### src/inc/atrb_params.svh
`ifndef ATRB_PARAMS_SVH
`define ATRB_PARAMS_SVH

////////////////////////////////////////////////////////////////////////////
// register indices; the byte address is four times the index
`define ATRB_IDX_OFFSET_ADC2_B  10'h336
`define ATRB_IDX_OFFSET_ADC3_C  10'h338
`define ATRB_IDX_OFFSET_ADC3_D  10'h33A
`define ATRB_IDX_OFFSET_CORE4   10'h33C
`define ATRB_IDX_OFFSET_CORE5   10'h33E
`define ATRB_IDX_GAIN_CORE0     10'h360
`define ATRB_IDX_GAIN_CORE1     10'h361

////////////////////////////////////////////////////////////////////////////
// storage slots, also the fuse word order
`define ATRB_SLOT_OFFSET_ADC2_B 3'h0
`define ATRB_SLOT_OFFSET_ADC3_C 3'h1
`define ATRB_SLOT_OFFSET_ADC3_D 3'h2
`define ATRB_SLOT_OFFSET_CORE4  3'h3
`define ATRB_SLOT_OFFSET_CORE5  3'h4
`define ATRB_SLOT_GAIN_CORE0    3'h5
`define ATRB_SLOT_GAIN_CORE1    3'h6
`define ATRB_NUM_SLOTS          7
`define ATRB_LAST_SLOT          3'h6
`define ATRB_FIRST_GAIN_SLOT    3'h5

////////////////////////////////////////////////////////////////////////////
// fields, reset values, responses
`define ATRB_OFFSET_MSB         11
`define ATRB_GAIN_MSB           4
`define ATRB_RESET_TRIM         16'h0000
`define ATRB_GAIN_REG_MASK      16'h00FF
`define ATRB_OFFSET_REG_MASK    16'hFFFF
`define ATRB_RESP_OKAY          2'h0
`define ATRB_RESP_SLVERR        2'h2
`define ATRB_RESP_DECERR        2'h3

`endif

### src/inc/atrb_pkg.sv
package atrb_pkg;

  typedef logic [15:0] atrb_word_t;
  typedef logic [12:0] atrb_corr_t;

  typedef enum logic [2:0] {
    ATRB_LD_REQ  = 3'b001,
    ATRB_LD_WAIT = 3'b010,
    ATRB_LD_DONE = 3'b100
  } atrb_load_state_t;

endpackage

### src/design/atrb_fuse_load.sv
`timescale 1ns/1ps
`include "atrb_params.svh"

module atrb_fuse_load
  import atrb_pkg::*;
(
  input  wire logic       clk,
  input  wire logic       rst,
  output logic            fuse_req,
  output logic [2:0]      fuse_addr,
  input  wire atrb_word_t fuse_data,
  input  wire logic       fuse_ack,
  output logic            load_valid,
  output logic [2:0]      load_slot,
  output atrb_word_t      load_data,
  output logic            load_done
);

  atrb_load_state_t state_q, state_d;
  logic             req_q, req_d;
  logic [2:0]       addr_q, addr_d;
  logic             valid_q, valid_d;
  logic [2:0]       slot_q, slot_d;
  atrb_word_t       data_q, data_d;
  logic             done_q, done_d;

  ////////////////////////////////////////////////////////////////////////
  // walk all slots once after reset, one fuse word per handshake
  always_comb begin
    state_d = state_q;
    req_d   = req_q;
    addr_d  = addr_q;
    valid_d = 1'b0;
    slot_d  = slot_q;
    data_d  = data_q;
    done_d  = done_q;
    case (state_q)
      ATRB_LD_REQ: begin
        req_d   = 1'b1;
        state_d = ATRB_LD_WAIT;
      end
      ATRB_LD_WAIT: begin
        if (fuse_ack) begin
          req_d   = 1'b0;
          valid_d = 1'b1;
          slot_d  = addr_q;
          data_d  = fuse_data;
          if (addr_q == `ATRB_LAST_SLOT) begin
            state_d = ATRB_LD_DONE;
            done_d  = 1'b1;
          end else begin
            addr_d  = addr_q + 3'h1;
            state_d = ATRB_LD_REQ;
          end
        end
      end
      ATRB_LD_DONE: begin
        state_d = ATRB_LD_DONE;
      end
      default: begin
        state_d = ATRB_LD_REQ;
      end
    endcase
  end

  always_ff @(posedge clk or posedge rst) begin
    if (rst) begin
      state_q <= ATRB_LD_REQ;
      req_q   <= 1'b0;
      addr_q  <= 3'h0;
      valid_q <= 1'b0;
      slot_q  <= 3'h0;
      data_q  <= `ATRB_RESET_TRIM;
      done_q  <= 1'b0;
    end else begin
      state_q <= state_d;
      req_q   <= req_d;
      addr_q  <= addr_d;
      valid_q <= valid_d;
      slot_q  <= slot_d;
      data_q  <= data_d;
      done_q  <= done_d;
    end
  end

  assign fuse_req   = req_q;
  assign fuse_addr  = addr_q;
  assign load_valid = valid_q;
  assign load_slot  = slot_q;
  assign load_data  = data_q;
  assign load_done  = done_q;

endmodule // atrb_fuse_load

### src/design/atrb_top.sv
// What this block does
// - adc2 input b adds its own offset
// - adc3 picks offset by input c or d
// - adc4 and adc5 each use own offset
// - trim defaults load from fuses at startup
// - 5-bit fine gain for cores zero, one
// - offset trims are unsigned numbers
//
// Design decision made here: the AXI4-Lite slave port.
`timescale 1ns/1ps
`include "atrb_params.svh"

module atrb_top
  import atrb_pkg::*;
(
  input  wire logic        clk,
  input  wire logic        rst,
  input  wire logic [11:0] s_axi_awaddr,
  input  wire logic        s_axi_awvalid,
  output logic             s_axi_awready,
  input  wire logic [31:0] s_axi_wdata,
  input  wire logic [3:0]  s_axi_wstrb,
  input  wire logic        s_axi_wvalid,
  output logic             s_axi_wready,
  output logic [1:0]       s_axi_bresp,
  output logic             s_axi_bvalid,
  input  wire logic        s_axi_bready,
  input  wire logic [11:0] s_axi_araddr,
  input  wire logic        s_axi_arvalid,
  output logic             s_axi_arready,
  output logic [31:0]      s_axi_rdata,
  output logic [1:0]       s_axi_rresp,
  output logic             s_axi_rvalid,
  input  wire logic        s_axi_rready,
  input  wire logic        cal_offset_busy,
  output logic             fuse_req,
  output logic [2:0]       fuse_addr,
  input  wire atrb_word_t  fuse_data,
  input  wire logic        fuse_ack,
  input  wire logic [11:0] adc2_sample,
  input  wire logic        analog_input_b,
  input  wire logic [11:0] adc3_sample,
  input  wire logic        analog_input_d,
  input  wire logic [11:0] adc4_sample,
  input  wire logic [11:0] adc5_sample,
  output atrb_corr_t       adc2_corr,
  output atrb_corr_t       adc3_corr,
  output atrb_corr_t       adc4_corr,
  output atrb_corr_t       adc5_corr,
  output logic [4:0]       gain_core0,
  output logic [4:0]       gain_core1,
  output logic             trims_loaded
);

  ////////////////////////////////////////////////////////////////////////
  // helpers
  function automatic logic [3:0] atrb_decode(input logic [11:0] addr);
    logic [3:0] r;
    r = 4'h0;
    if (addr[1:0] == 2'h0) begin
      case (addr[11:2])
        `ATRB_IDX_OFFSET_ADC2_B: r = {1'b1, `ATRB_SLOT_OFFSET_ADC2_B};
        `ATRB_IDX_OFFSET_ADC3_C: r = {1'b1, `ATRB_SLOT_OFFSET_ADC3_C};
        `ATRB_IDX_OFFSET_ADC3_D: r = {1'b1, `ATRB_SLOT_OFFSET_ADC3_D};
        `ATRB_IDX_OFFSET_CORE4:  r = {1'b1, `ATRB_SLOT_OFFSET_CORE4};
        `ATRB_IDX_OFFSET_CORE5:  r = {1'b1, `ATRB_SLOT_OFFSET_CORE5};
        `ATRB_IDX_GAIN_CORE0:    r = {1'b1, `ATRB_SLOT_GAIN_CORE0};
        `ATRB_IDX_GAIN_CORE1:    r = {1'b1, `ATRB_SLOT_GAIN_CORE1};
        default:                 r = 4'h0;
      endcase
    end
    return r;
  endfunction

  function automatic atrb_word_t atrb_mask(input logic [2:0] slot);
    return (slot >= `ATRB_FIRST_GAIN_SLOT) ? `ATRB_GAIN_REG_MASK
                                          : `ATRB_OFFSET_REG_MASK;
  endfunction

  // offset is zero-extended, never sign-extended
  function automatic atrb_corr_t atrb_add(input logic [11:0] s,
                                          input logic [11:0] o);
    return {1'b0, s} + {1'b0, o};
  endfunction

  ////////////////////////////////////////////////////////////////////////
  // fuse default loader
  logic       load_valid;
  logic [2:0] load_slot;
  atrb_word_t load_data;
  logic       load_done;

  atrb_fuse_load u_fuse_load (
    .clk        (clk),
    .rst        (rst),
    .fuse_req   (fuse_req),
    .fuse_addr  (fuse_addr),
    .fuse_data  (fuse_data),
    .fuse_ack   (fuse_ack),
    .load_valid (load_valid),
    .load_slot  (load_slot),
    .load_data  (load_data),
    .load_done  (load_done)
  );

  ////////////////////////////////////////////////////////////////////////
  // register file and axi4-lite slave
  atrb_word_t  regs_q [`ATRB_NUM_SLOTS];
  atrb_word_t  regs_d [`ATRB_NUM_SLOTS];
  logic        awready_q, awready_d, wready_q, wready_d;
  logic        aw_hold_q, aw_hold_d, w_hold_q, w_hold_d;
  logic [11:0] awaddr_q, awaddr_d;
  logic [31:0] wdata_q, wdata_d;
  logic [3:0]  wstrb_q, wstrb_d;
  logic        bvalid_q, bvalid_d;
  logic [1:0]  bresp_q, bresp_d;
  logic        arready_q, arready_d, rvalid_q, rvalid_d;
  logic [31:0] rdata_q, rdata_d;
  logic [1:0]  rresp_q, rresp_d;
  logic [3:0]  wdec, rdec;
  logic        do_write;
  atrb_word_t  wmask, wnew;

  always_comb begin
    regs_d    = regs_q;
    aw_hold_d = aw_hold_q;
    w_hold_d  = w_hold_q;
    awaddr_d  = awaddr_q;
    wdata_d   = wdata_q;
    wstrb_d   = wstrb_q;
    bvalid_d  = bvalid_q;
    bresp_d   = bresp_q;
    rvalid_d  = rvalid_q;
    rdata_d   = rdata_q;
    rresp_d   = rresp_q;
    wdec      = atrb_decode(awaddr_q);
    rdec      = atrb_decode(s_axi_araddr);
    wmask     = atrb_mask(wdec[2:0]);
    wnew      = regs_q[wdec[2:0]];
    do_write  = aw_hold_q & w_hold_q & ~bvalid_q;
    if (s_axi_awvalid & awready_q) begin
      aw_hold_d = 1'b1;
      awaddr_d  = s_axi_awaddr;
    end
    if (s_axi_wvalid & wready_q) begin
      w_hold_d = 1'b1;
      wdata_d  = s_axi_wdata;
      wstrb_d  = s_axi_wstrb;
    end
    // reserved bits are stored as written, except gain bits 15:8, which are masked to zero; software keeps them zero
    wnew[7:0]  = wstrb_q[0] ? wdata_q[7:0] : wnew[7:0];
    wnew[15:8] = wstrb_q[1] ? wdata_q[15:8] : wnew[15:8];
    if (do_write) begin
      aw_hold_d = 1'b0;
      w_hold_d  = 1'b0;
      bvalid_d  = 1'b1;
      if (!wdec[3]) begin
        bresp_d = `ATRB_RESP_DECERR;
      end else if (cal_offset_busy && wdec[2:0] < `ATRB_FIRST_GAIN_SLOT) begin
        bresp_d = `ATRB_RESP_SLVERR;
      end else begin
        bresp_d = `ATRB_RESP_OKAY;
        regs_d[wdec[2:0]] = wnew & wmask;
      end
    end else if (bvalid_q & s_axi_bready) begin
      bvalid_d = 1'b0;
    end
    if (s_axi_arvalid & arready_q) begin
      rvalid_d = 1'b1;
      rdata_d  = 32'h0000_0000;
      if (!rdec[3]) begin
        rresp_d = `ATRB_RESP_DECERR;
      end else if (cal_offset_busy && rdec[2:0] < `ATRB_FIRST_GAIN_SLOT) begin
        rresp_d = `ATRB_RESP_SLVERR;
      end else begin
        rresp_d = `ATRB_RESP_OKAY;
        rdata_d = {16'h0000, regs_q[rdec[2:0]]};
      end
    end else if (rvalid_q & s_axi_rready) begin
      rvalid_d = 1'b0;
    end
    // fuse words land before the bus opens, so no collision with writes
    if (load_valid) begin
      regs_d[load_slot] = load_data & atrb_mask(load_slot);
    end
    awready_d = load_done & ~aw_hold_d & ~bvalid_d;
    wready_d  = load_done & ~w_hold_d & ~bvalid_d;
    arready_d = load_done & ~rvalid_d;
  end

  always_ff @(posedge clk or posedge rst) begin
    if (rst) begin
      regs_q    <= '{default: `ATRB_RESET_TRIM};
      awready_q <= 1'b0;
      wready_q  <= 1'b0;
      aw_hold_q <= 1'b0;
      w_hold_q  <= 1'b0;
      awaddr_q  <= 12'h000;
      wdata_q   <= 32'h0000_0000;
      wstrb_q   <= 4'h0;
      bvalid_q  <= 1'b0;
      bresp_q   <= `ATRB_RESP_OKAY;
      arready_q <= 1'b0;
      rvalid_q  <= 1'b0;
      rdata_q   <= 32'h0000_0000;
      rresp_q   <= `ATRB_RESP_OKAY;
    end else begin
      regs_q    <= regs_d;
      awready_q <= awready_d;
      wready_q  <= wready_d;
      aw_hold_q <= aw_hold_d;
      w_hold_q  <= w_hold_d;
      awaddr_q  <= awaddr_d;
      wdata_q   <= wdata_d;
      wstrb_q   <= wstrb_d;
      bvalid_q  <= bvalid_d;
      bresp_q   <= bresp_d;
      arready_q <= arready_d;
      rvalid_q  <= rvalid_d;
      rdata_q   <= rdata_d;
      rresp_q   <= rresp_d;
    end
  end

  ////////////////////////////////////////////////////////////////////////
  // trim datapath, one register stage
  atrb_corr_t a2_q, a2_d, a3_q, a3_d, a4_q, a4_d, a5_q, a5_d;
  logic [4:0] g0_q, g0_d, g1_q, g1_d;
  logic       loaded_q, loaded_d;

  always_comb begin
    // input a has its trim elsewhere, so it passes through here
    a2_d = analog_input_b ? atrb_add(adc2_sample,
      regs_q[`ATRB_SLOT_OFFSET_ADC2_B][`ATRB_OFFSET_MSB:0])
      : {1'b0, adc2_sample};
    a3_d = atrb_add(adc3_sample, analog_input_d
      ? regs_q[`ATRB_SLOT_OFFSET_ADC3_D][`ATRB_OFFSET_MSB:0]
      : regs_q[`ATRB_SLOT_OFFSET_ADC3_C][`ATRB_OFFSET_MSB:0]);
    a4_d = atrb_add(adc4_sample,
      regs_q[`ATRB_SLOT_OFFSET_CORE4][`ATRB_OFFSET_MSB:0]);
    a5_d = atrb_add(adc5_sample,
      regs_q[`ATRB_SLOT_OFFSET_CORE5][`ATRB_OFFSET_MSB:0]);
    g0_d = regs_q[`ATRB_SLOT_GAIN_CORE0][`ATRB_GAIN_MSB:0];
    g1_d = regs_q[`ATRB_SLOT_GAIN_CORE1][`ATRB_GAIN_MSB:0];
    loaded_d = load_done;
  end

  always_ff @(posedge clk or posedge rst) begin
    if (rst) begin
      a2_q     <= 13'h0000;
      a3_q     <= 13'h0000;
      a4_q     <= 13'h0000;
      a5_q     <= 13'h0000;
      g0_q     <= 5'h00;
      g1_q     <= 5'h00;
      loaded_q <= 1'b0;
    end else begin
      a2_q     <= a2_d;
      a3_q     <= a3_d;
      a4_q     <= a4_d;
      a5_q     <= a5_d;
      g0_q     <= g0_d;
      g1_q     <= g1_d;
      loaded_q <= loaded_d;
    end
  end

  assign s_axi_awready = awready_q;
  assign s_axi_wready  = wready_q;
  assign s_axi_bresp   = bresp_q;
  assign s_axi_bvalid  = bvalid_q;
  assign s_axi_arready = arready_q;
  assign s_axi_rdata   = rdata_q;
  assign s_axi_rresp   = rresp_q;
  assign s_axi_rvalid  = rvalid_q;
  assign adc2_corr     = a2_q;
  assign adc3_corr     = a3_q;
  assign adc4_corr     = a4_q;
  assign adc5_corr     = a5_q;
  assign gain_core0    = g0_q;
  assign gain_core1    = g1_q;
  assign trims_loaded  = loaded_q;

  ////////////////////////////////////////////////////////////////////////
  // checks
  // the edge that releases reset still loads reset values, so skip it
  property p_adc2_b;
    @(posedge clk) disable iff (rst)
    !rst && analog_input_b |=> adc2_corr == {1'b0, $past(adc2_sample)}
      + {1'b0, $past(regs_q[0][11:0])};
  endproperty
  a_adc2_b: assert property (p_adc2_b)
    else $error("adc2 input b offset not applied");
  property p_adc3_sel;
    @(posedge clk) disable iff (rst)
    !rst |=> adc3_corr == ($past(analog_input_d)
      ? {1'b0, $past(adc3_sample)} + {1'b0, $past(regs_q[2][11:0])}
      : {1'b0, $past(adc3_sample)} + {1'b0, $past(regs_q[1][11:0])});
  endproperty
  a_adc3_sel: assert property (p_adc3_sel)
    else $error("adc3 offset chosen for wrong input");
  property p_core45;
    @(posedge clk) disable iff (rst)
    !rst |=> (adc4_corr - {1'b0, $past(adc4_sample)} ==
         {1'b0, $past(regs_q[3][11:0])}) &&
        (adc5_corr - {1'b0, $past(adc5_sample)} ==
         {1'b0, $past(regs_q[4][11:0])});
  endproperty
  a_core45: assert property (p_core45)
    else $error("core4 or core5 offset wrong");
  property p_fuse_load;
    @(posedge clk) disable iff (rst)
    load_valid |=> regs_q[$past(load_slot)] ==
      ($past(load_data) & atrb_mask($past(load_slot)));
  endproperty
  a_fuse_load: assert property (p_fuse_load)
    else $error("fuse default not stored");
  property p_gain_write;
    @(posedge clk) disable iff (rst)
    (do_write && wdec == {1'b1, `ATRB_SLOT_GAIN_CORE0} && wstrb_q[0] &&
     !cal_offset_busy) |-> ##2 gain_core0 == $past(wdata_q[4:0], 2);
  endproperty
  a_gain_write: assert property (p_gain_write)
    else $error("gain core0 not updated by write");
  property p_gain_hi_zero;
    @(posedge clk) disable iff (rst)
    regs_q[5][15:8] == 8'h00 && regs_q[6][15:8] == 8'h00;
  endproperty
  a_gain_hi_zero: assert property (p_gain_hi_zero)
    else $error("gain register wider than eight bits");
  property p_unsigned;
    @(posedge clk) disable iff (rst)
    !rst |=> adc4_corr >= {1'b0, $past(adc4_sample)} &&
        adc5_corr >= {1'b0, $past(adc5_sample)};
  endproperty
  a_unsigned: assert property (p_unsigned)
    else $error("offset treated as signed");
endmodule // atrb_top

### config.mk
export PLATFORM = sky130hd
export DESIGN_NAME = atrb_top
export DESIGN_NICKNAME = d
export VERILOG_FILES = /design/src/inc/atrb_pkg.sv /design/src/design/atrb_fuse_load.sv /design/src/design/atrb_top.sv
export VERILOG_INCLUDE_DIRS = /design/src /design/src/inc
export SDC_FILE = /design/constraint.sdc
export NUM_CORES = 1
export LEC_CHECK = 0
export ABC_AREA = 1
export BUFFER_PORTS_ARGS = -buffer_cell sky130_fd_sc_hd__buf_4
export CORE_MARGIN = 2
export CORE_UTILIZATION = 45
export DETAILED_ROUTE_END_ITERATION = 16
export GPL_ROUTABILITY_DRIVEN = 0
export PLACE_DENSITY = 0.66
export SLEW_MARGIN = 30
export SYNTH_ARGS = -nofsm -noshare
export SYNTH_HDL_FRONTEND = slang
export SYNTH_SLANG_ARGS = --single-unit
### constraint.sdc
create_clock -name clk -period 11 [get_ports clk]
set_clock_uncertainty 0.15 [all_clocks]
set_input_delay 2.2 -clock clk [delete_from_list [all_inputs] [get_ports clk]]
set_output_delay 2.2 -clock clk [all_outputs]
set_load 0.02 [all_outputs]
==> results of run 1 <==
[placed cells by master (no fill, tap or decap), types with 3 or more instances in the layout]
cell type and instances:
fa_1 4, nand4_1 18, o21bai_1 5, nor2_2 13, nor3_1 16, nor2_4 10, inv_1 148, clkinv_2 6
xnor2_1 15, inv_2 5, clkbuf_1 6, a21oi_1 282, clkbuf_8 6, nor2_1 213, dfrtp_1 259, a31oi_1 3
o21ai_1 25, xor2_1 22, nand2_1 541, nand2_2 8, nand4_4 4, nand2_4 3, a21oi_2 20, clkinv_1 5
clkbuf_16 31, buf_4 221, o21ai_0 122, o21a_1 6, nand3_1 118, ha_1 50, conb_1 16
[metal layers]
| metal | GRT usage | routed length (um) |
|---|---|---|
| met5 | 0 | 0 |
| met3 | 0.0516 | 5300 |
| met2 | 0.431 | 21500 |
| met4 | 0.108 | 2120 |
| met1 | 0.387 | 20800 |
[kinds of logic after synthesis]
logic type / share of synthesized area
AOI/OAI and AO/OA: 0.165
xor gates and xnor gates: 0.0212
adders and majority gates: 0.0462
buffers and inverters: 0.0734
DFF: 0.426
other: 0.000246
and+or+nand+nor: 0.267
[worst max-delay path, stage by stage]
cell and delay (ns):
buf_4 0.11, inv_1 0.09, nand2_1 0.07, nor2_2 0.24, nand4_1 0.18, nand3_2 0.24, nand2_2 0.40, buf_4 0.42
o21ai_0 0.30, nand2_1 0.09, a21oi_1 0.44, o21ai_1 0.14
[flip-flops by register name, indices dropped and copies added (netlist names), 12 cells and up]
| register | cells |
|---|---|
| regs_q | 102 |
| s_axi_rdata | 16 |
| u_fuse_load.load_data | 16 |
| wdata_q | 16 |
| adc2_corr | 13 |
| adc3_corr | 13 |
| adc4_corr | 13 |
| adc5_corr | 13 |
| awaddr_q | 12 |
[layout make-up]
cell class / instances / share of cell area
timing repair buffer: 221 / 0.0921
inverter: 159 / 0.0336
tap: 448 / 0.0311
clock inverter: 9 / 0.00417
sequential: 260 / 0.361
clock buffer: 43 / 0.0489
multi-input combinational: 1538 / 0.429
[power groups by stage]
stage          clock network, mW  logic [mW]  registers (mW)
2_1_floorplan                  0        1.23            1.72
3_3_place_gp                   0        1.90            1.77
3_5_place_dp                   0        1.94            1.77
4_1_cts                    0.991        1.95            1.76
5_1_grt                     1.03        2.19            1.81
6_report                   0.980        1.96            1.78
[final timing paths]
kind,start,slack [ns],end
max,s_axi_araddr[8],6.33,s_axi_rdata[15]
max in group asynchronous,rst,7.20,gain_core1[2]
min reg2reg,u_fuse_load.load_done,0.24,trims_loaded
min,u_fuse_load.load_done,0.24,trims_loaded
max reg2reg,awaddr_q[11],7.09,g1_d[0]
min in group asynchronous,rst,1.60,u_fuse_load.load_slot[0]
[stage by stage]
step / setup slack, ns / utilization / std cells / instance area (um^2)
final: 6.33 / 0.538 / 2678 / 18000
after global routing: 6.13 / 0.538 / 2678 / 18000
after CTS: 6.32 / 0.538 / 2678 / 18000
after detailed placement: 5.74 / 0.510 / 2626 / 17000
after global placement: 5.79 / 0.509 / 2626 / 17000
after floorplan: 1.50 / - / 2055 / 15300
==> key figures, run 1 <==
Outcome
  – Status: finished clean

Route
  – Wire per inst: 18.6 um
  – DR iter-0 viols: 1475
  – TritonRoute pass-1 iters: 8
  – Final wirelength: 49800 um
  – Residual DRC: 0
  – Antenna Violating Nets Remaining: 0
  – Vias/cell: 5.50
  – Routed vias: 14700

Min path
  – Hold/Removal Path Class: reg -> reg
  – WHS Path Cells: 0

Layout
  – Sequential Area: 0.00651 mm^2
  – Layout area overhead: 18.0%
  – Layout cell share with drive strength beyond 1: 0.153
  – Nets: 2399
  – Area occupied by multi-input gates: 0.00772 mm^2
  – Final antenna diode count: 0
  – Filler Cell Count: 3251

Power and ir drop
  – P per Cell Area: 263 mW/mm^2
  – Internal power: 2.67 mW
  – Net Switching: 2.06 mW
  – Comb pwr share: 0.415
  – Leak: 8.92 nW
  – Clock power frac: 0.207
  – Switching part of the total: 0.436
  – Flop pwr share: 0.377
  – Power Total: 4.73 mW
  – Maximum vdd drop: 134 uV

Timing
  – TNS Setup: 0 ns
  – Slew Viols, Final: 0
  – RSZ-0062 raised after global routing: false
  – Slew @ Worst Pin: 1.04 ns
  – Max-slew headroom: 0.308
  – Hold slack: 0.238 ns
  – Minimum clock period after layout: 4.67 ns
  – Final setup viols: 0
  – Fmax: 0.214 GHz
  – Final Cycle Share: 0.425
  – Final-report hold violation count: 0

GRT
  – Largest net degree at the start of global routing: 105
  – Overall global routing resource usage: 0.278
  – First-pass GRT wire length: 77700 um
  – Initial antenna violation count: 0
  – Number of global-route vias before repair: 14100
  – GRT overflow: 0

Yosys
  – Area share of the leading cell type in the synthesized netlist: 0.425
  – Count leader, synth: nand2_1
  – Sequential share of the synthesized area: 0.426
  – EDFF count, synth: 0
  – Syn Area/Cell: 7.48 um^2
  – Largest cells by area after synthesis: dfrtp_1 (42%), nand2_1 (13%), a21oi_1 (9.2%)
  – Yosys cell types: 50
  – Main synth FF type: dfrtp_1
  – Synth warn: 0
  – Cell area after synthesis: 0.0153 mm^2
  – Async SR Flop Fraction: 1.00
  – Number of synthesized register bits: 260
  – Gate Count Post-Synth: 2040
  – Synth cell count leaders: nand2_1 (542), a21oi_1 (282), dfrtp_1 (259), nor2_1 (218), inv_1 (149)
  – Area leader, netlist: dfrtp_1

Clock network
  – Cts repair resizes: 0
  – Postcts setup bufs: 0
  – TritonCTS Sinks: 260
  – Worst-case clock buffer depth: 3
  – Root Buffer: clkbuf_16
  – CTS tree: yes
  – H-tree depth: 1
  – Worst-Skew Late Latency: 0.57 ns
  – Cts hold-fix bufs: 0
  – TritonCTS buffer count: 30
  – Clk pin slew, worst setup/hold paths: 0.06 ns

Critical path
  – CP Capture Type: flop
  – Worst EP required: 11.28 ns
  – Crit Path Max Fanout: 44
  – Worst setup SP type: input pin
  – Crit path kind: in -> reg
  – WP data arrival: 4.95 ns
  – Cell count of the worst reg-to-reg path: 14

Die
  – Die W: 188 um
  – Die H: 188 um
  – Core Region: 0.0334 mm^2
  – Initial core utilization: 0.456
  – Rows: 67
  – Die area: 0.0354 mm^2
  – # IOs: 243

Placement
  – Hpwl dp: 36000 um
  – IO Port Bufs: 208

Flow run
  – Maxcap violations: 0
No activity file was read; power rests on OpenSTA's default activity.
==> run 2, diff against run 1 <==
--- a/config.mk
+++ b/config.mk
@@ -6,13 +6,13 @@
 export SDC_FILE = /design/constraint.sdc
 export NUM_CORES = 1
 export LEC_CHECK = 0
-export ABC_AREA = 1
+export ABC_AREA = 0
 export BUFFER_PORTS_ARGS = -buffer_cell sky130_fd_sc_hd__buf_4
 export CORE_MARGIN = 2
 export CORE_UTILIZATION = 45
 export DETAILED_ROUTE_END_ITERATION = 16
 export GPL_ROUTABILITY_DRIVEN = 0
-export PLACE_DENSITY = 0.66
+export PLACE_DENSITY = 0.69
 export SLEW_MARGIN = 30
 export SYNTH_ARGS = -nofsm -noshare
 export SYNTH_HDL_FRONTEND = slang
==> constraint.sdc (replaced) <==
create_clock -name clk -period 3.8 [get_ports clk]
set_clock_uncertainty 0.15 [all_clocks]
set_input_delay 0.76 -clock clk [delete_from_list [all_inputs] [get_ports clk]]
set_output_delay 0.76 -clock clk [all_outputs]
set_load 0.02 [all_outputs]
==> key figures, run 2 <==
Clock network
  – Clk pin slew, worst setup/hold paths: 0.06 ns
  – Worst-case clock buffer depth: 3
  – Postcts setup bufs: 0
  – Cts repair resizes: 0
  – H-tree depth: 1
  – Worst-Skew Late Latency: 0.55 ns
  – CTS tree: yes
  – Cts hold-fix bufs: 0
  – Root Buffer: clkbuf_16
  – TritonCTS buffer count: 29
  – TritonCTS Sinks: 260

Route
  – Antenna Violating Nets Remaining: 0
  – Routed vias: 12300
  – DR iter-0 viols: 1357
  – Vias/cell: 5.93
  – Final wirelength: 43600 um
  – Wire per inst: 20.9 um
  – TritonRoute pass-1 iters: 5
  – Residual DRC: 0

Layout
  – Final antenna diode count: 0
  – Nets: 1846
  – Filler Cell Count: 2790
  – Layout cell share with drive strength beyond 1: 0.254
  – Largest Register: regs_q
  – Most frequent cells in the layout: dfrtp_1 (259), buf_4 (255), nand2_1 (135), nor2_1 (102), o21ai_0 (100)
  – Layout area overhead: 21.5%
  – Final Instance Area: 0.0177 mm^2
  – Max reg flops: 102
  – Commonest non-fill, non-tap cell in the layout: dfrtp_1

Yosys
  – Yosys cell types: 85
  – Async SR Flop Fraction: 1.00
  – Synth cell count leaders: dfrtp_1 (259), nand2_1 (136), nor2_1 (103), o21ai_0 (100), mux2i_1 (81)
  – Main synth FF type: dfrtp_1
  – Gate Count Post-Synth: 1453
  – Cell area after synthesis: 0.0145 mm^2
  – Count leader, synth: dfrtp_1
  – Area share of the leading cell type in the synthesized netlist: 0.446
  – Number of synthesized register bits: 260
  – Syn Area/Cell: 10.0 um^2
  – Area leader, netlist: dfrtp_1
  – EDFF count, synth: 0
  – Synth warn: 0
  – Sequential share of the synthesized area: 0.448
  – Largest cells by area after synthesis: dfrtp_1 (45%), mux2_2 (6.0%), mux2i_1 (5.6%)

Placement
  – Placed Area: 0.0166 mm^2
  – Pre-CTS worst setup slack: 0.229 ns
  – Hpwl dp: 31700 um
  – IO Port Bufs: 208

Timing
  – Fmax: 0.277 GHz
  – Slew @ Worst Pin: 0.833 ns
  – Final-report hold violation count: 0
  – Final Cycle Share: 0.950
  – Worst setup margin: 0.191 ns
  – Slew Viols, Final: 0
  – RSZ-0062 raised after global routing: false
  – Final setup viols: 0
  – Max-slew headroom: 0.445
  – Minimum clock period after layout: 3.61 ns

Die
  – Die area: 0.0338 mm^2
  – Die W: 184 um
  – Core Region: 0.0317 mm^2
  – Rows: 65
  – # IOs: 243
  – Initial core utilization: 0.458
  – Die H: 184 um

GRT
  – Initial antenna violation count: 0
  – GRT overflow: 0
  – First-pass GRT wire length: 66900 um
  – Overall global routing resource usage: 0.254
  – Number of global-route vias before repair: 11800
  – Largest net degree at the start of global routing: 80

Power and ir drop
  – Leak: 7.60 nW
  – P per Cell Area: 783 mW/mm^2
  – Maximum vdd drop: 409 uV

Critical path
  – Crit Path Max Fanout: 17
  – Cell count of the worst reg-to-reg path: 7
  – CP cell instances: nor4b_1 > nand3_1 > a21o_1 > a2111oi_0 > a221oi_2 > a222oi_1 > inv_1
  – Worst setup SP type: flop
  – WP data arrival: 3.89 ns
  – Critical Path Slowest Stage Cell: a2111oi_0
  – Crit path max-delay family: compound AO/OA/AOI/OAI gates
  – Stages on worst setup path: 7
  – Reg2Reg Launch Point: awaddr_q[4]
  – CP startpoint: awaddr_q[4]
  – CP Capture Type: flop
  – Reg2reg setup slack: 0.19 ns
  – Critical Path Max Stage Delay: 0.79 ns
  – Crit path kind: reg -> reg
  – Worst EP required: 4.08 ns
  – Buffers plus inverters on the worst setup path: 1
  – Critical Path End: g0_d[4]
  – Reg2reg end: g0_d[4]

Flow run
  – Maxcap violations: 0

Outcome
  – Status: finished clean

Min path
  – Hold/Removal Path Class: in -> async
==> run 2: where the power goes <==
| group | total [mW] | switching [mW] | internal (mW) | leakage, nW |
|---|---|---|---|---|
| clock network | 3.06 | 1.16 | 1.90 | 0.514 |
| registers | 5.24 | 1.33 | 3.91 | 3.11 |
| logic | 5.53 | 3.02 | 2.52 | 3.97 |
| total | 13.8 | 5.51 | 8.32 | 7.60 |
==> run 2: logic make-up (layout without fill, tap and decap cells) <==
family	after synthesis	in the layout	synth area share
compound gates	387	387	0.183
xor+xnor	37	37	0.0223
fa+ha+maj	54	54	0.0486
buf+inv	148	358	0.0465
flops	260	260	0.448
mux	158	158	0.115
other cells	1	16	0.000258
simple gates	408	408	0.136
==> run 2: worst min path at each step <==
stage,from,endpoint,cells after the start
2_1_floorplan,u_fuse_load.load_done,trims_loaded,0
3_3_place_gp,u_fuse_load.load_done,trims_loaded,0
3_5_place_dp,u_fuse_load.load_done,trims_loaded,0
4_1_cts,rst,adc4_corr[9],2
5_1_grt,rst,regs_q[15],2
6_report,rst,regs_q[15],2
==> run 2: routing by layer <==
metal	GRT usage	wire length [um]
met5	0	0
met4	0.0982	1800
met3	0.0406	3250
met2	0.406	20100
met1	0.347	18400
==> run 2: final cells by class <==
type                    instances  area (um^2)  share of cell area
clock buffers                  37          806              0.0456
inverters                      47          180              0.0102
flip-flops and latches        260         6510               0.369
clock inverters                15          235              0.0133
well taps                     402          503              0.0285
multi-input cells            1060         7430               0.421
repair buffers                259         1990               0.113
==> run 2: worst register-to-register path, stage by stage, from the launching register on <==
cell	delay (ns)
dfrtp_1	0.44
nor4b_1	0.46
nand3_1	0.42
a21o_1	0.52
a2111oi_0	0.79
a221oi_2	0.32
a222oi_1	0.33
inv_1	0.07
==> run 2: stage by stage <==
step	hold slack (ns)	total power, mW	util	instances	TNS (ns)
floorplan	0.229	8.62	-	1468	-139.02
CTS	0.0664	13.8	0.556	2079	0
detailed placement	0.283	10.7	0.523	2027	0
global route	0.0966	14.6	0.557	2080	0
global placement	0.290	10.6	0.523	2027	0
finish	0.0792	13.8	0.557	2080	0
==> run 3, diff against run 2 <==
--- a/config.mk
+++ b/config.mk
@@ -6,13 +6,13 @@
 export SDC_FILE = /design/constraint.sdc
 export NUM_CORES = 1
 export LEC_CHECK = 0
-export ABC_AREA = 0
+export ABC_AREA = 1
 export BUFFER_PORTS_ARGS = -buffer_cell sky130_fd_sc_hd__buf_4
 export CORE_MARGIN = 2
 export CORE_UTILIZATION = 45
 export DETAILED_ROUTE_END_ITERATION = 16
 export GPL_ROUTABILITY_DRIVEN = 0
-export PLACE_DENSITY = 0.69
+export PLACE_DENSITY = 0.73
 export SLEW_MARGIN = 30
 export SYNTH_ARGS = -nofsm -noshare
 export SYNTH_HDL_FRONTEND = slang
==> key figures, run 3 (synthesized netlist as in run 1, its figures left out) <==
Outcome
  – Status: finished clean

Clock network
  – Root Buffer: clkbuf_16
  – Postcts setup bufs: 0
  – Clk pin slew, worst setup/hold paths: 0.06 ns
  – Worst-case clock buffer depth: 3
  – CTS tree: yes
  – TritonCTS buffer count: 29
  – TritonCTS Sinks: 260
  – H-tree depth: 1
  – Cts repair resizes: 0
  – Worst-Skew Late Latency: 0.56 ns
  – Cts hold-fix bufs: 0

Route
  – Final wirelength: 49400 um
  – Antenna Violating Nets Remaining: 0
  – Vias/cell: 5.54
  – Routed vias: 15000
  – TritonRoute pass-1 iters: 8
  – Wire per inst: 18.3 um
  – Residual DRC: 0
  – DR iter-0 viols: 1604

Die
  – # IOs: 243
  – Initial core utilization: 0.456
  – Rows: 67
  – Die W: 188 um
  – Die area: 0.0354 mm^2
  – Core Region: 0.0334 mm^2
  – Die H: 188 um

Timing
  – Max-slew headroom: 0.467
  – TNS Setup: 0 ns
  – Fmax: 0.333 GHz
  – Worst setup margin: 0.794 ns
  – Final-report hold violation count: 0
  – Slew Viols, Final: 0
  – Slew @ Worst Pin: 0.793 ns
  – Minimum clock period after layout: 3.01 ns
  – RSZ-0062 raised after global routing: false
  – Final setup viols: 0
  – Final Cycle Share: 0.791

Critical path
  – WP data arrival: 3.32 ns
  – Crit path kind: reg -> reg
  – Cell count of the worst reg-to-reg path: 17
  – CP Capture Type: flop
  – Reg2reg end: regs_q[66]
  – Crit Path Max Fanout: 28
  – Worst setup SP type: flop
  – Reg2Reg Launch Point: awaddr_q[10]
  – Reg2reg setup slack: 0.79 ns
  – Worst EP required: 4.12 ns

Placement
  – Hpwl dp: 36400 um
  – Pre-CTS worst setup slack: 0.517 ns
  – IO Port Bufs: 208

Layout
  – Most frequent cells in the layout: nand2_1 (541), a21oi_1 (282), dfrtp_1 (259), buf_4 (239), nor2_1 (217)
  – Final antenna diode count: 0
  – Largest Register: regs_q
  – Max reg flops: 102
  – Layout cell share with drive strength beyond 1: 0.161
  – Layout area overhead: 19.1%
  – Commonest non-fill, non-tap cell in the layout: nand2_1
  – Nets: 2420

Flow run
  – Maxcap violations: 0

Min path
  – Hold/Removal Path Class: in -> async

GRT
  – Number of global-route vias before repair: 14300
  – Overall global routing resource usage: 0.277
  – Initial antenna violation count: 0
  – First-pass GRT wire length: 77600 um
  – GRT overflow: 0
  – Largest net degree at the start of global routing: 71

Power and ir drop
  – P per Cell Area: 756 mW/mm^2
  – Power Total: 13.7 mW
  – Maximum vdd drop: 402 uV
  – Leak: 9.03 nW
==> run 3: worst max-delay path by stage <==
stage / startpoint / endpoint / slack [ns] / depth (start not counted)
floorplan: rst / adc2_corr[0] / -0.54 / 1
global placement: s_axi_araddr[7] / s_axi_rdata[14] / 0.48 / 11
detailed placement: s_axi_araddr[8] / s_axi_rdata[1] / 0.52 / 12
CTS: awaddr_q[10] / regs_q[66] / 0.89 / 17
global route: awaddr_q[11] / regs_q[66] / 0.62 / 17
finish: awaddr_q[10] / regs_q[66] / 0.79 / 17
==> run 3: through the flow <==
stage          hold WS [ns]  utilization  cell area [um^2]  cells
6_report             0.0649        0.544             18200   2702
5_1_grt              0.0806        0.544             18200   2702
4_1_cts              0.0607        0.544             18200   2702
3_5_place_dp          0.226        0.516             17200   2648
3_3_place_gp          0.210        0.515             17200   2648
2_1_floorplan         0.204            -             15300   2055
==> run 3: routing by layer <==
metal  wire length (um)  vias up  GRT usage
li1                   -     7048          -
met1              19500     6879      0.368
met2              21200      888      0.420
met3               6000      161     0.0728
met4               2770        0      0.137
met5                  0        -          0
==> run 3: critical path, cell delays in order, from the launching register on <==
cell and delay, ns:
dfrtp_1 0.40, nand2_2 0.14, nor2_1 0.09, nand3_1 0.10, nand2_2 0.11, nand2_2 0.13, buf_4 0.26, buf_4 0.30
nand2_1 0.08, nand2_1 0.07, nand2_1 0.05, nand2_1 0.09, nand2_1 0.07, nand2_1 0.12, nand2_1 0.06, nand2_1 0.39
nand2_1 0.11, a21oi_1 0.19
==> run 3: power by group <==
| group | switching (mW) | internal [mW] |
|---|---|---|
| Clock | 1.17 | 1.62 |
| Combinational | 3.63 | 2.18 |
| Sequential | 1.24 | 3.90 |
| Total | 6.04 | 7.70 |
==> run 3: area by class of cell <==
type | count | area [um^2]
flip-flops and latches | 260 | 6510
multi-input cells | 1538 | 7700
clock inverters | 14 | 136
clock buffers | 40 | 807
inverters | 159 | 601
well taps | 448 | 561
fillers | 3161 | 15300
repair buffers | 243 | 1870
